**src/cgr_pkg.sv**
```systemverilog
/*
  Constants for the codec gain and routing register slice: APB offsets,
  field positions, sub-register selectors, reset values, decode figures.
  Assumes a 32-bit APB with byte addresses and aligned word registers.
*/
package cgr_pkg;

  localparam int ADDR_W = 12;
  localparam int DATA_W = 32;

  // Byte offsets of the word registers
  localparam logic [11:0] OFS_SHARED5 = 12'h000;
  localparam logic [11:0] OFS_SHARED6 = 12'h004;
  localparam logic [11:0] OFS_SIDETONE = 12'h008;
  localparam logic [11:0] OFS_SPEAKER = 12'h00c;
  localparam logic [11:0] OFS_IN_ROUTE = 12'h010;
  localparam logic [11:0] OFS_OUT_ROUTE = 12'h014;
  localparam logic [11:0] OFS_DAC_GAIN = 12'h018;

  // Selector bits in D7..D6 of a shared sidetone or speaker write, D7 alone of a shared routing write
  localparam int SEL_HI = 7;
  localparam int SEL_LO = 6;
  localparam logic [1:0] SEL_SIDETONE = 2'h2;
  localparam logic [1:0] SEL_SPEAKER = 2'h3;
  localparam logic SEL_IN_ROUTE = 1'h0;
  localparam logic SEL_OUT_ROUTE = 1'h1;

  // Field positions
  localparam int AST_LO = 3;
  localparam int DST_LO = 0;
  localparam int SPK_LO = 4;
  localparam int ROUTE_IN_W = 7;
  localparam int ROUTE_OUT_W = 6;
  localparam int DAC_W = 6;

  // Reset values
  localparam logic [2:0] AST_RST = 3'h0;
  localparam logic [2:0] DST_RST = 3'h0;
  localparam logic [1:0] SPK_RST = 2'h0;
  localparam logic [6:0] IN_ROUTE_RST = 7'h00;
  localparam logic [5:0] OUT_ROUTE_RST = 6'h00;
  localparam logic [5:0] DAC_RST = 6'h00;

  // Gain decode, in half-dB attenuation steps
  localparam int NDEC = 3;
  localparam int DEC_DAC = 0;
  localparam int DEC_AST = 1;
  localparam int DEC_DST = 2;
  localparam logic [7:0] DAC_BASE = 8'h00;
  localparam logic [7:0] DAC_STEP = 8'h03;
  localparam logic [7:0] STG_BASE = 8'h12;
  localparam logic [7:0] STG_STEP = 8'h06;
  localparam logic [5:0] STG_MUTE = 6'h07;

  typedef enum logic [1:0] {
    CGR_IDLE = 2'b01,
    CGR_ACCESS = 2'b10
  } cgr_apb_e;

endpackage : cgr_pkg

```
**src/cgr_regs.sv**
```systemverilog
/*
  APB register slice for codec gain and routing control: DAC input gain,
  sidetone gains, speaker gain, input and output routing bits.
  Assumes an APB master on CLK_SYS; the routing and gain outputs drive
  analog switches and gain stages elsewhere in the device.
*/
// Behaviour
// DAC codes 2,1,0 give -3,-1.5,0 dB
// Analog sidetone D5..D3: 111 mute, -27..-9 dB
// Digital sidetone D2..D0: 111 mute, -27..-9 dB
// Speaker gain D5..D4, 0..3 dB, reset 00
// Speaker D3..D0 reserved, read zero
// D6 loops headset input to output
// D5 loops handset input to output
// D4 routes caller ID to ADC
// D3 routes line input to ADC
// D2 routes microphone to ADC
// D1 routes handset input to ADC
// D0 routes headset input to ADC
// Output routing D7=1, D6 reserved read-only
// Top write bits pick the sub-register
// Readback returns fields; settings hold until rewritten
`timescale 1ns/1ps
`default_nettype none

module cgr_regs
  import cgr_pkg::*;
(
  input wire logic CLK_SYS, // 250 MHz clock
  input wire logic RESET_N, // Async reset, active low
  input wire logic PSEL, // APB select
  input wire logic PENABLE, // APB access phase
  input wire logic PWRITE, // APB direction
  input wire logic [11:0] PADDR, // APB byte address
  input wire logic [31:0] PWDATA, // APB write data
  output logic [31:0] PRDATA, // APB read data
  output logic PREADY, // APB ready
  output logic PSLVERR, // APB unmapped address
  output logic [5:0] DAC_GAIN_CODE, // DAC input gain code
  output logic [7:0] DAC_ATTEN, // DAC attenuation, half dB
  output logic [2:0] ANALOG_SIDETONE_GAIN, // Analog sidetone code
  output logic [7:0] ANALOG_SIDETONE_ATTEN, // Half-dB attenuation
  output logic ANALOG_SIDETONE_MUTE, // Analog sidetone muted
  output logic [2:0] DIGITAL_SIDETONE_GAIN, // Digital sidetone code
  output logic [7:0] DIGITAL_SIDETONE_ATTEN, // Half-dB attenuation
  output logic DIGITAL_SIDETONE_MUTE, // Digital sidetone muted
  output logic [1:0] SPEAKER_GAIN, // Speaker gain, dB
  output logic HEADSET_IN_TO_OUT, // Headset loop closed
  output logic HANDSET_IN_TO_OUT, // Handset loop closed
  output logic CALLER_ID_TO_ADC, // Caller ID to ADC
  output logic LINE_IN_TO_ADC, // Line input to ADC
  output logic MICROPHONE_TO_ADC, // Microphone to ADC
  output logic HANDSET_TO_ADC, // Handset input to ADC
  output logic HEADSET_TO_ADC, // Headset input to ADC
  output logic ANALOG_SIDETONE_TO_HEADSET, // Sidetone to headset
  output logic ANALOG_SIDETONE_TO_HANDSET, // Sidetone to handset
  output logic SPEAKER_OUT_EN, // DAC to speaker driver
  output logic LINE_OUT_EN, // DAC to line driver
  output logic HANDSET_OUT_EN, // DAC to handset driver
  output logic HEADSET_OUT_EN // DAC to headset driver
);

  cgr_apb_e state;
  logic [5:0] dac_gain;
  logic [2:0] analog_sidetone_gain;
  logic [2:0] digital_sidetone_gain;
  logic [1:0] speaker_gain;
  logic [6:0] in_route;
  logic [5:0] out_route;
  logic last5_speaker;
  logic last6_out;
  logic setup;
  logic wr_en;
  logic [7:0] wbyte;
  logic [5:0] dec_code [NDEC];
  logic [7:0] dec_base [NDEC];
  logic [7:0] dec_step [NDEC];
  logic dec_mute_en [NDEC];
  logic [7:0] dec_atten [NDEC];
  logic dec_mute [NDEC];

  function automatic logic is_mapped(input logic [11:0] a);
    case (a)
      OFS_SHARED5, OFS_SHARED6, OFS_SIDETONE, OFS_SPEAKER,
      OFS_IN_ROUTE, OFS_OUT_ROUTE, OFS_DAC_GAIN: is_mapped = 1'b1;
      default: is_mapped = 1'b0;
    endcase
  endfunction : is_mapped

  function automatic logic [7:0] st_byte(input logic [2:0] ast,
                                         input logic [2:0] dst);
    st_byte = 8'h00;
    st_byte[SEL_HI:SEL_LO] = SEL_SIDETONE;
    st_byte[AST_LO +: 3] = ast;
    st_byte[DST_LO +: 3] = dst;
  endfunction : st_byte

  function automatic logic [7:0] spk_byte(input logic [1:0] spk);
    spk_byte = 8'h00;
    spk_byte[SEL_HI:SEL_LO] = SEL_SPEAKER;
    spk_byte[SPK_LO +: 2] = spk;
  endfunction : spk_byte

  function automatic logic [7:0] in_byte(input logic [6:0] r);
    in_byte = {SEL_IN_ROUTE, r};
  endfunction : in_byte

  function automatic logic [7:0] out_byte(input logic [5:0] r);
    out_byte = {SEL_OUT_ROUTE, 1'b0, r};
  endfunction : out_byte

  assign setup = PSEL && !PENABLE;
  // Write lands only at the edge where the access completes
  assign wr_en = PSEL && PENABLE && PWRITE && PREADY;
  assign wbyte = PWDATA[7:0];

  // APB handshake: one setup, one access cycle, no wait states
  always_ff @(posedge CLK_SYS or negedge RESET_N)
  begin
    if (!RESET_N)
    begin
      state <= CGR_IDLE;
    end
    else
    begin
      case (state)
        CGR_IDLE:
        begin
          if (setup)
          begin
            state <= CGR_ACCESS;
          end
        end
        CGR_ACCESS:
        begin
          state <= CGR_IDLE;
        end
        default:
        begin
          state <= CGR_IDLE;
        end
      endcase
    end
  end

  always_ff @(posedge CLK_SYS or negedge RESET_N)
  begin
    if (!RESET_N)
    begin
      PREADY <= 1'b0;
      PSLVERR <= 1'b0;
    end
    else if (state == CGR_IDLE && setup)
    begin
      PREADY <= 1'b1;
      PSLVERR <= !is_mapped(PADDR);
    end
    else
    begin
      PREADY <= 1'b0;
      PSLVERR <= 1'b0;
    end
  end

  // Field readback
  always_ff @(posedge CLK_SYS or negedge RESET_N)
  begin
    if (!RESET_N)
    begin
      PRDATA <= 32'h0000_0000;
    end
    else if (state == CGR_IDLE && setup && !PWRITE)
    begin
      case (PADDR)
        OFS_SHARED5:
          PRDATA <= {24'h00_0000, last5_speaker ? spk_byte(speaker_gain)
                     : st_byte(analog_sidetone_gain,
                               digital_sidetone_gain)};
        OFS_SHARED6:
          PRDATA <= {24'h00_0000, last6_out ? out_byte(out_route)
                     : in_byte(in_route)};
        OFS_SIDETONE:
          PRDATA <= {24'h00_0000,
                     st_byte(analog_sidetone_gain, digital_sidetone_gain)};
        // Reserved bits read zero
        OFS_SPEAKER: PRDATA <= {24'h00_0000, spk_byte(speaker_gain)};
        OFS_IN_ROUTE: PRDATA <= {24'h00_0000, in_byte(in_route)};
        OFS_OUT_ROUTE: PRDATA <= {24'h00_0000, out_byte(out_route)};
        OFS_DAC_GAIN: PRDATA <= {24'h00_0000, 2'h0, dac_gain};
        default: PRDATA <= 32'h0000_0000;
      endcase
    end
    else
    begin
      PRDATA <= 32'h0000_0000;
    end
  end

  // DAC input gain code
  always_ff @(posedge CLK_SYS or negedge RESET_N)
  begin
    if (!RESET_N)
    begin
      dac_gain <= DAC_RST;
    end
    else if (wr_en && PADDR == OFS_DAC_GAIN)
    begin
      dac_gain <= wbyte[DAC_W-1:0];
    end
  end

  // Shared address picks sidetone or speaker
  always_ff @(posedge CLK_SYS or negedge RESET_N)
  begin
    if (!RESET_N)
    begin
      analog_sidetone_gain <= AST_RST;
      digital_sidetone_gain <= DST_RST;
      last5_speaker <= 1'b0;
    end
    else if (wr_en && ((PADDR == OFS_SHARED5 &&
             wbyte[SEL_HI:SEL_LO] == SEL_SIDETONE) ||
             PADDR == OFS_SIDETONE))
    begin
      // Analog sidetone field
      analog_sidetone_gain <= wbyte[AST_LO +: 3];
      // Digital sidetone field
      digital_sidetone_gain <= wbyte[DST_LO +: 3];
      if (PADDR == OFS_SHARED5)
      begin
        last5_speaker <= 1'b0;
      end
    end
    else if (wr_en && PADDR == OFS_SHARED5 &&
             wbyte[SEL_HI:SEL_LO] == SEL_SPEAKER)
    begin
      last5_speaker <= 1'b1;
    end
  end

  // Speaker gain; reserved low bits dropped
  always_ff @(posedge CLK_SYS or negedge RESET_N)
  begin
    if (!RESET_N)
    begin
      speaker_gain <= SPK_RST;
    end
    else if (wr_en && ((PADDR == OFS_SHARED5 &&
             wbyte[SEL_HI:SEL_LO] == SEL_SPEAKER) ||
             PADDR == OFS_SPEAKER))
    begin
      speaker_gain <= wbyte[SPK_LO +: 2];
    end
  end

  // D7 picks input or output routing
  always_ff @(posedge CLK_SYS or negedge RESET_N)
  begin
    if (!RESET_N)
    begin
      in_route <= IN_ROUTE_RST;
      out_route <= OUT_ROUTE_RST;
      last6_out <= 1'b0;
    end
    else if (wr_en)
    begin
      if ((PADDR == OFS_SHARED6 && wbyte[SEL_HI] == SEL_IN_ROUTE) ||
          PADDR == OFS_IN_ROUTE)
      begin
        // Routing bits
        in_route <= wbyte[ROUTE_IN_W-1:0];
      end
      if ((PADDR == OFS_SHARED6 && wbyte[SEL_HI] == SEL_OUT_ROUTE) ||
          PADDR == OFS_OUT_ROUTE)
      begin
        // D6 reserved, not stored
        out_route <= wbyte[ROUTE_OUT_W-1:0];
      end
      if (PADDR == OFS_SHARED6)
      begin
        last6_out <= wbyte[SEL_HI];
      end
    end
  end

  // Decoder inputs per gain path
  always_comb
  begin
    dec_code[DEC_DAC] = dac_gain;
    dec_base[DEC_DAC] = DAC_BASE;
    dec_step[DEC_DAC] = DAC_STEP;
    dec_mute_en[DEC_DAC] = 1'b0;
    dec_code[DEC_AST] = {3'h0, analog_sidetone_gain};
    dec_base[DEC_AST] = STG_BASE;
    dec_step[DEC_AST] = STG_STEP;
    dec_mute_en[DEC_AST] = 1'b1;
    dec_code[DEC_DST] = {3'h0, digital_sidetone_gain};
    dec_base[DEC_DST] = STG_BASE;
    dec_step[DEC_DST] = STG_STEP;
    dec_mute_en[DEC_DST] = 1'b1;
  end

  generate
    for (genvar g = 0; g < NDEC; g++)
    begin : g_dec
      cgr_gain_dec u_dec (
        .code(dec_code[g]),
        .base(dec_base[g]),
        .step(dec_step[g]),
        .mute_en(dec_mute_en[g]),
        .mute_code(STG_MUTE),
        .atten(dec_atten[g]),
        .mute(dec_mute[g])
      );
    end
  endgenerate

  // Decoded figures registered so outputs stay glitch-free
  // DAC attenuation 1.5 dB per code
  always_ff @(posedge CLK_SYS or negedge RESET_N)
  begin
    if (!RESET_N)
    begin
      DAC_ATTEN <= DAC_BASE;
    end
    else
    begin
      DAC_ATTEN <= dec_atten[DEC_DAC];
    end
  end

  // Sidetone attenuation and mute
  always_ff @(posedge CLK_SYS or negedge RESET_N)
  begin
    if (!RESET_N)
    begin
      ANALOG_SIDETONE_ATTEN <= STG_BASE;
      ANALOG_SIDETONE_MUTE <= 1'b0;
      DIGITAL_SIDETONE_ATTEN <= STG_BASE;
      DIGITAL_SIDETONE_MUTE <= 1'b0;
    end
    else
    begin
      ANALOG_SIDETONE_ATTEN <= dec_atten[DEC_AST];
      ANALOG_SIDETONE_MUTE <= dec_mute[DEC_AST];
      DIGITAL_SIDETONE_ATTEN <= dec_atten[DEC_DST];
      DIGITAL_SIDETONE_MUTE <= dec_mute[DEC_DST];
    end
  end

  // Control outputs come straight from the stored fields
  assign DAC_GAIN_CODE = dac_gain;
  assign ANALOG_SIDETONE_GAIN = analog_sidetone_gain;
  assign DIGITAL_SIDETONE_GAIN = digital_sidetone_gain;
  assign SPEAKER_GAIN = speaker_gain;
  assign {HEADSET_IN_TO_OUT, HANDSET_IN_TO_OUT, CALLER_ID_TO_ADC,
          LINE_IN_TO_ADC, MICROPHONE_TO_ADC, HANDSET_TO_ADC,
          HEADSET_TO_ADC} = in_route;
  assign {ANALOG_SIDETONE_TO_HEADSET, ANALOG_SIDETONE_TO_HANDSET,
          SPEAKER_OUT_EN, LINE_OUT_EN, HANDSET_OUT_EN,
          HEADSET_OUT_EN} = out_route;

endmodule : cgr_regs

`default_nettype wire

```
**src/cgr_gain_dec.sv**
```systemverilog
/*
  Gain code decoder: attenuation = base + step * code, in half dB,
  with an optional mute code. Purely combinational; the caller registers.
*/
`timescale 1ns/1ps
`default_nettype none

module cgr_gain_dec
  import cgr_pkg::*;
(
  input wire logic [5:0] code, // Gain code
  input wire logic [7:0] base, // Attenuation at code 0
  input wire logic [7:0] step, // Attenuation per code
  input wire logic mute_en, // Mute code exists
  input wire logic [5:0] mute_code, // Code that mutes
  output logic [7:0] atten, // Half-dB attenuation
  output logic mute // Path muted
);

  logic [13:0] prod;

  always_comb
  begin
    prod = step * {2'h0, code};
    mute = mute_en && (code == mute_code);
    // Muted paths report zero so no stale figure leaks out
    if (mute)
    begin
      atten = 8'h00;
    end
    else
    begin
      atten = 8'(base + prod[7:0]);
    end
  end

endmodule : cgr_gain_dec

`default_nettype wire

```
**config.mk**
```make
export PLATFORM = sky130hd
export DESIGN_NAME = cgr_regs
export DESIGN_NICKNAME = d
export VERILOG_FILES = /design/src/cgr_pkg.sv /design/src/cgr_regs.sv /design/src/cgr_gain_dec.sv
export SDC_FILE = /design/constraint.sdc
export NUM_CORES = 1
export LEC_CHECK = 0
export ABC_AREA = 0
export BUFFER_PORTS_ARGS = -buffer_cell sky130_fd_sc_hd__buf_2
export CORE_AREA = 2 2 94 96
export DETAILED_ROUTE_END_ITERATION = 8
export DIE_AREA = 0 0 96 98
export PLACE_DENSITY = 0.65
export SLEW_MARGIN = 20
export SYNTH_ARGS = -nofsm -noshare
export SYNTH_HDL_FRONTEND = slang
export SYNTH_SLANG_ARGS = --single-unit
```
**constraint.sdc**
```tcl
create_clock -name CLK_SYS -period 2 [get_ports CLK_SYS]
set_input_delay 0.4 -clock CLK_SYS [delete_from_list [all_inputs] [get_ports CLK_SYS]]
set_output_delay 0.4 -clock CLK_SYS [all_outputs]
set_load 0.005 [all_outputs]
```
==> results.json <==
{
  "nets": 468,
  "cp_num_buf_inv": 2,
  "layout_setup_ws_ps": 29.0,
  "grt_max_degree": 47,
  "layout_commonest_cell": "buf_2",
  "fmax_mhz": 507,
  "max_stage_delay_ps": 580,
  "ys_warn_count": 0,
  "setup_viol": 0,
  "start_util_pct": 38.8,
  "required_ps": 2230,
  "clkLatencyLatePin_ps": 350,
  "cts_sinks": 63,
  "synth_cells": 295,
  "numCtsBuffers": 9,
  "timing.critical_path.from": "PADDR[8]",
  "rr_startpoint": "ANALOG_SIDETONE_GAIN[0]$_DFFE_PN0P_",
  "grt_remaining_overflow": 0,
  "place_congestion": 0.822,
  "drive_gt1_share_pct": 40.5,
  "syn_avg_cell_area_sq_um": 11.1,
  "critPathTopFamily": "simple AND/OR/NAND/NOR gates",
  "maxCapViolCount": 0,
  "dp_hpwl_um": 5450,
  "drt.antenna.violating_nets": 0,
  "track_usage_pct": 15.5,
  "wl_um": 7170,
  "cp-end-kind": "flip-flop",
  "portBuffers": 83,
  "seq_area_frac_synth_pct": 48.2,
  "power.total_mw": 2.67,
  "report.final.hold_viol_count": 0,
  "path_cells": "buf_6, or4_4, or4_4, nor3_4, buf_6, mux2_4",
  "cp_slowest_cell": "or4_4",
  "rsz0062_at_grt": "true",
  "pwr_density_cell_nw_per_um2": 644,
  "leakage_nw": 2.24,
  "fin_util_pct": 49.0,
  "min-delay-start": "PWDATA[0]",
  "hold_path.class": "input port to flip-flop",
  "vdd_drop_max_mv": 0.289,
  "crit_type": "input port to flip-flop",
  "tritoncts": "yes",
  "core_area_sq_um": 8470,
  "wl_per_cell_um": 13.9,
  "dieArea_sq_um": 9410,
  "grt_pass1_wl_um": 11000,
  "final.min_clock_period_ps": 1970,
  "finClkSkew_ps": 4.81,
  "syn-cell-area_sq_um": 3280,
  "die_height_um": 98,
  "antenna_found_initial": 0,
  "holdPathStages": 2,
  "viasPerCell": 4.75,
  "io_pins": 136,
  "rows": 34,
  "ys_ff_latch": 63,
  "antennaDiodeCount": 0,
  "slew_headroom_pct": 65.8,
  "dr_total_vias": 2448,
  "drt_iter0_drc": 56,
  "first_pass_iters": 6,
  "die_w_um": 96,
  "max_slew.worst_pin.slew_ps": 508,
  "cp_data_arrival_time_ps": 2200,
  "synth_cell_types": 45,
  "critical_path_cell_count": 6,
  "cts_root_buf": "clkbuf_8",
  "cts_buffer_depth": 2,
  "ys.flop_type": "dfrtp_1",
  "dpl_worst_slack_ps": -395,
  "final_cell_mix": "buf_2 (82), dfrtp_1 (58), conb_1 (28)",
  "async_flop_share_pct": 100,
  "route.detailed.drc": 0,
  "cts_htree_levels": 3,
  "syn2layout_area_growth_pct": 26.3,
  "finalCritPeriodShare_pct": 98.5,
  "slew_violations": 0,
  "setup.worst_path.start_class": "input port",
  "path_max_fanout": 6,
  "synth_edf_count": 0,
  "grt_pass1_vias": 2237,
  "rr_worst_depth": 5,
  "status": "finished, final reports clean",
  "cts.clk_slew.worst_paths_ps": 70
}
[flip-flops by register name, summed over array words and instances (netlist names), 2 cells and up]
register and count:
PRDATA 8, DAC_ATTEN 8, ANALOG_SIDETONE_ATTEN 6, state 2
DIGITAL_SIDETONE_ATTEN 6, DIGITAL_SIDETONE_GAIN 3, SPEAKER_GAIN 2, out_route 6
DAC_GAIN_CODE 6, in_route 7, ANALOG_SIDETONE_GAIN 3
[power by group]
group / switching [mW] / internal, mW / leakage [nW] / total (mW)
combinational: 0.0909 / 0.0457 / 1.27 / 0.137
clock: 0.484 / 0.769 / 0.114 / 1.25
sequential: 0.00176 / 1.28 / 0.861 / 1.28
[per-stage QoR]
step | hold slack (ps) | TNS [ps] | std cells | instance area (sq um)
6_report | 344 | 0 | 515 | 4150
5_1_grt | 336 | -24.6 | 515 | 4150
4_1_cts | 323 | -29.1 | 515 | 4110
3_5_place_dp | 367 | -10350 | 497 | 3860
3_3_place_gp | 358 | -10290 | 497 | 3860
2_1_floorplan | 104 | -2620 | 322 | 3380
[timing repair]
action,CTS,global route
gates resized for setup,2,10
endpoints found under the hold margin,15,0
endpoints found under the setup margin,6,26
setup buffers,1,0
hold buffers,1,0
pin swaps,2,4
[logic make-up after synthesis]
family	after synthesis	synth area share (%)
simple gates	75	12.6
flops	63	48.2
buf+inv	50	9.07
compound gates	45	8.73
mux	32	10.9
fa+ha+maj	17	7.16
xor+xnor	12	3.20
other cells	1	0.114
[Yosys cell counts, types with 7 or more instances]
cell type	instances	share of area, %
buf_4	29	6.6
nand2_1	12	1.4
a31oi_1	10	1.9
nand3_1	15	2.3
nor2_1	19	2.2
xnor2_1	8	2.1
dfrtp_1	58	44
inv_1	13	1.5
a21o_1	7	1.6
mux2_2	30	10
a21oi_1	12	1.8
clkbuf_1	7	0.80
ha_1	14	5.3
[layer usage]
metal / vias up / share of wire, % / global-route usage, %
met5: - / 0 / 0
li1: 1182 / - / -
met2: 76 / 47 / 23.2
met3: 16 / 5.2 / 3.86
met4: 0 / 2.7 / 8.24
met1: 1174 / 45 / 20.4
[cell type report]
class / count / area [sq um]
Clock buffer: 13 / 159
Clock inverter: 3 / 65.1
Inverter: 13 / 48.8
Sequential cell: 63 / 1580
Tap cell: 108 / 135
Multi-Input combinational cell: 209 / 1540
Timing Repair Buffer: 106 / 613
Fill cell: 801 / 4320
[worst reg2reg max path, cell delays in order, from the launching register on]
cell	delay [ps]
dfrtp_1	380
ha_2	220
fa_2	570
nand3b_1	160
a21o_1	220
a221oi_2	210
[worst paths after layout]
| kind | to | slack [ps] |
|---|---|---|
| max in group asynchronous | state[0]$_DFFE_PN1P_ | 840 |
| min | in_route[0]$_DFFE_PN0P_ | 340 |
| max | ANALOG_SIDETONE_GAIN[2]$_DFFE_PN0P_ | 30 |
| max reg2reg | ANALOG_SIDETONE_ATTEN[6]$_DFF_PN0_ | 150 |
| min reg2reg | DAC_ATTEN[0]$_DFF_PN0_ | 490 |
| min in group asynchronous | DIGITAL_SIDETONE_ATTEN[3]$_DFF_PN0_ | 530 |
(Power assumes the default switching activity.)
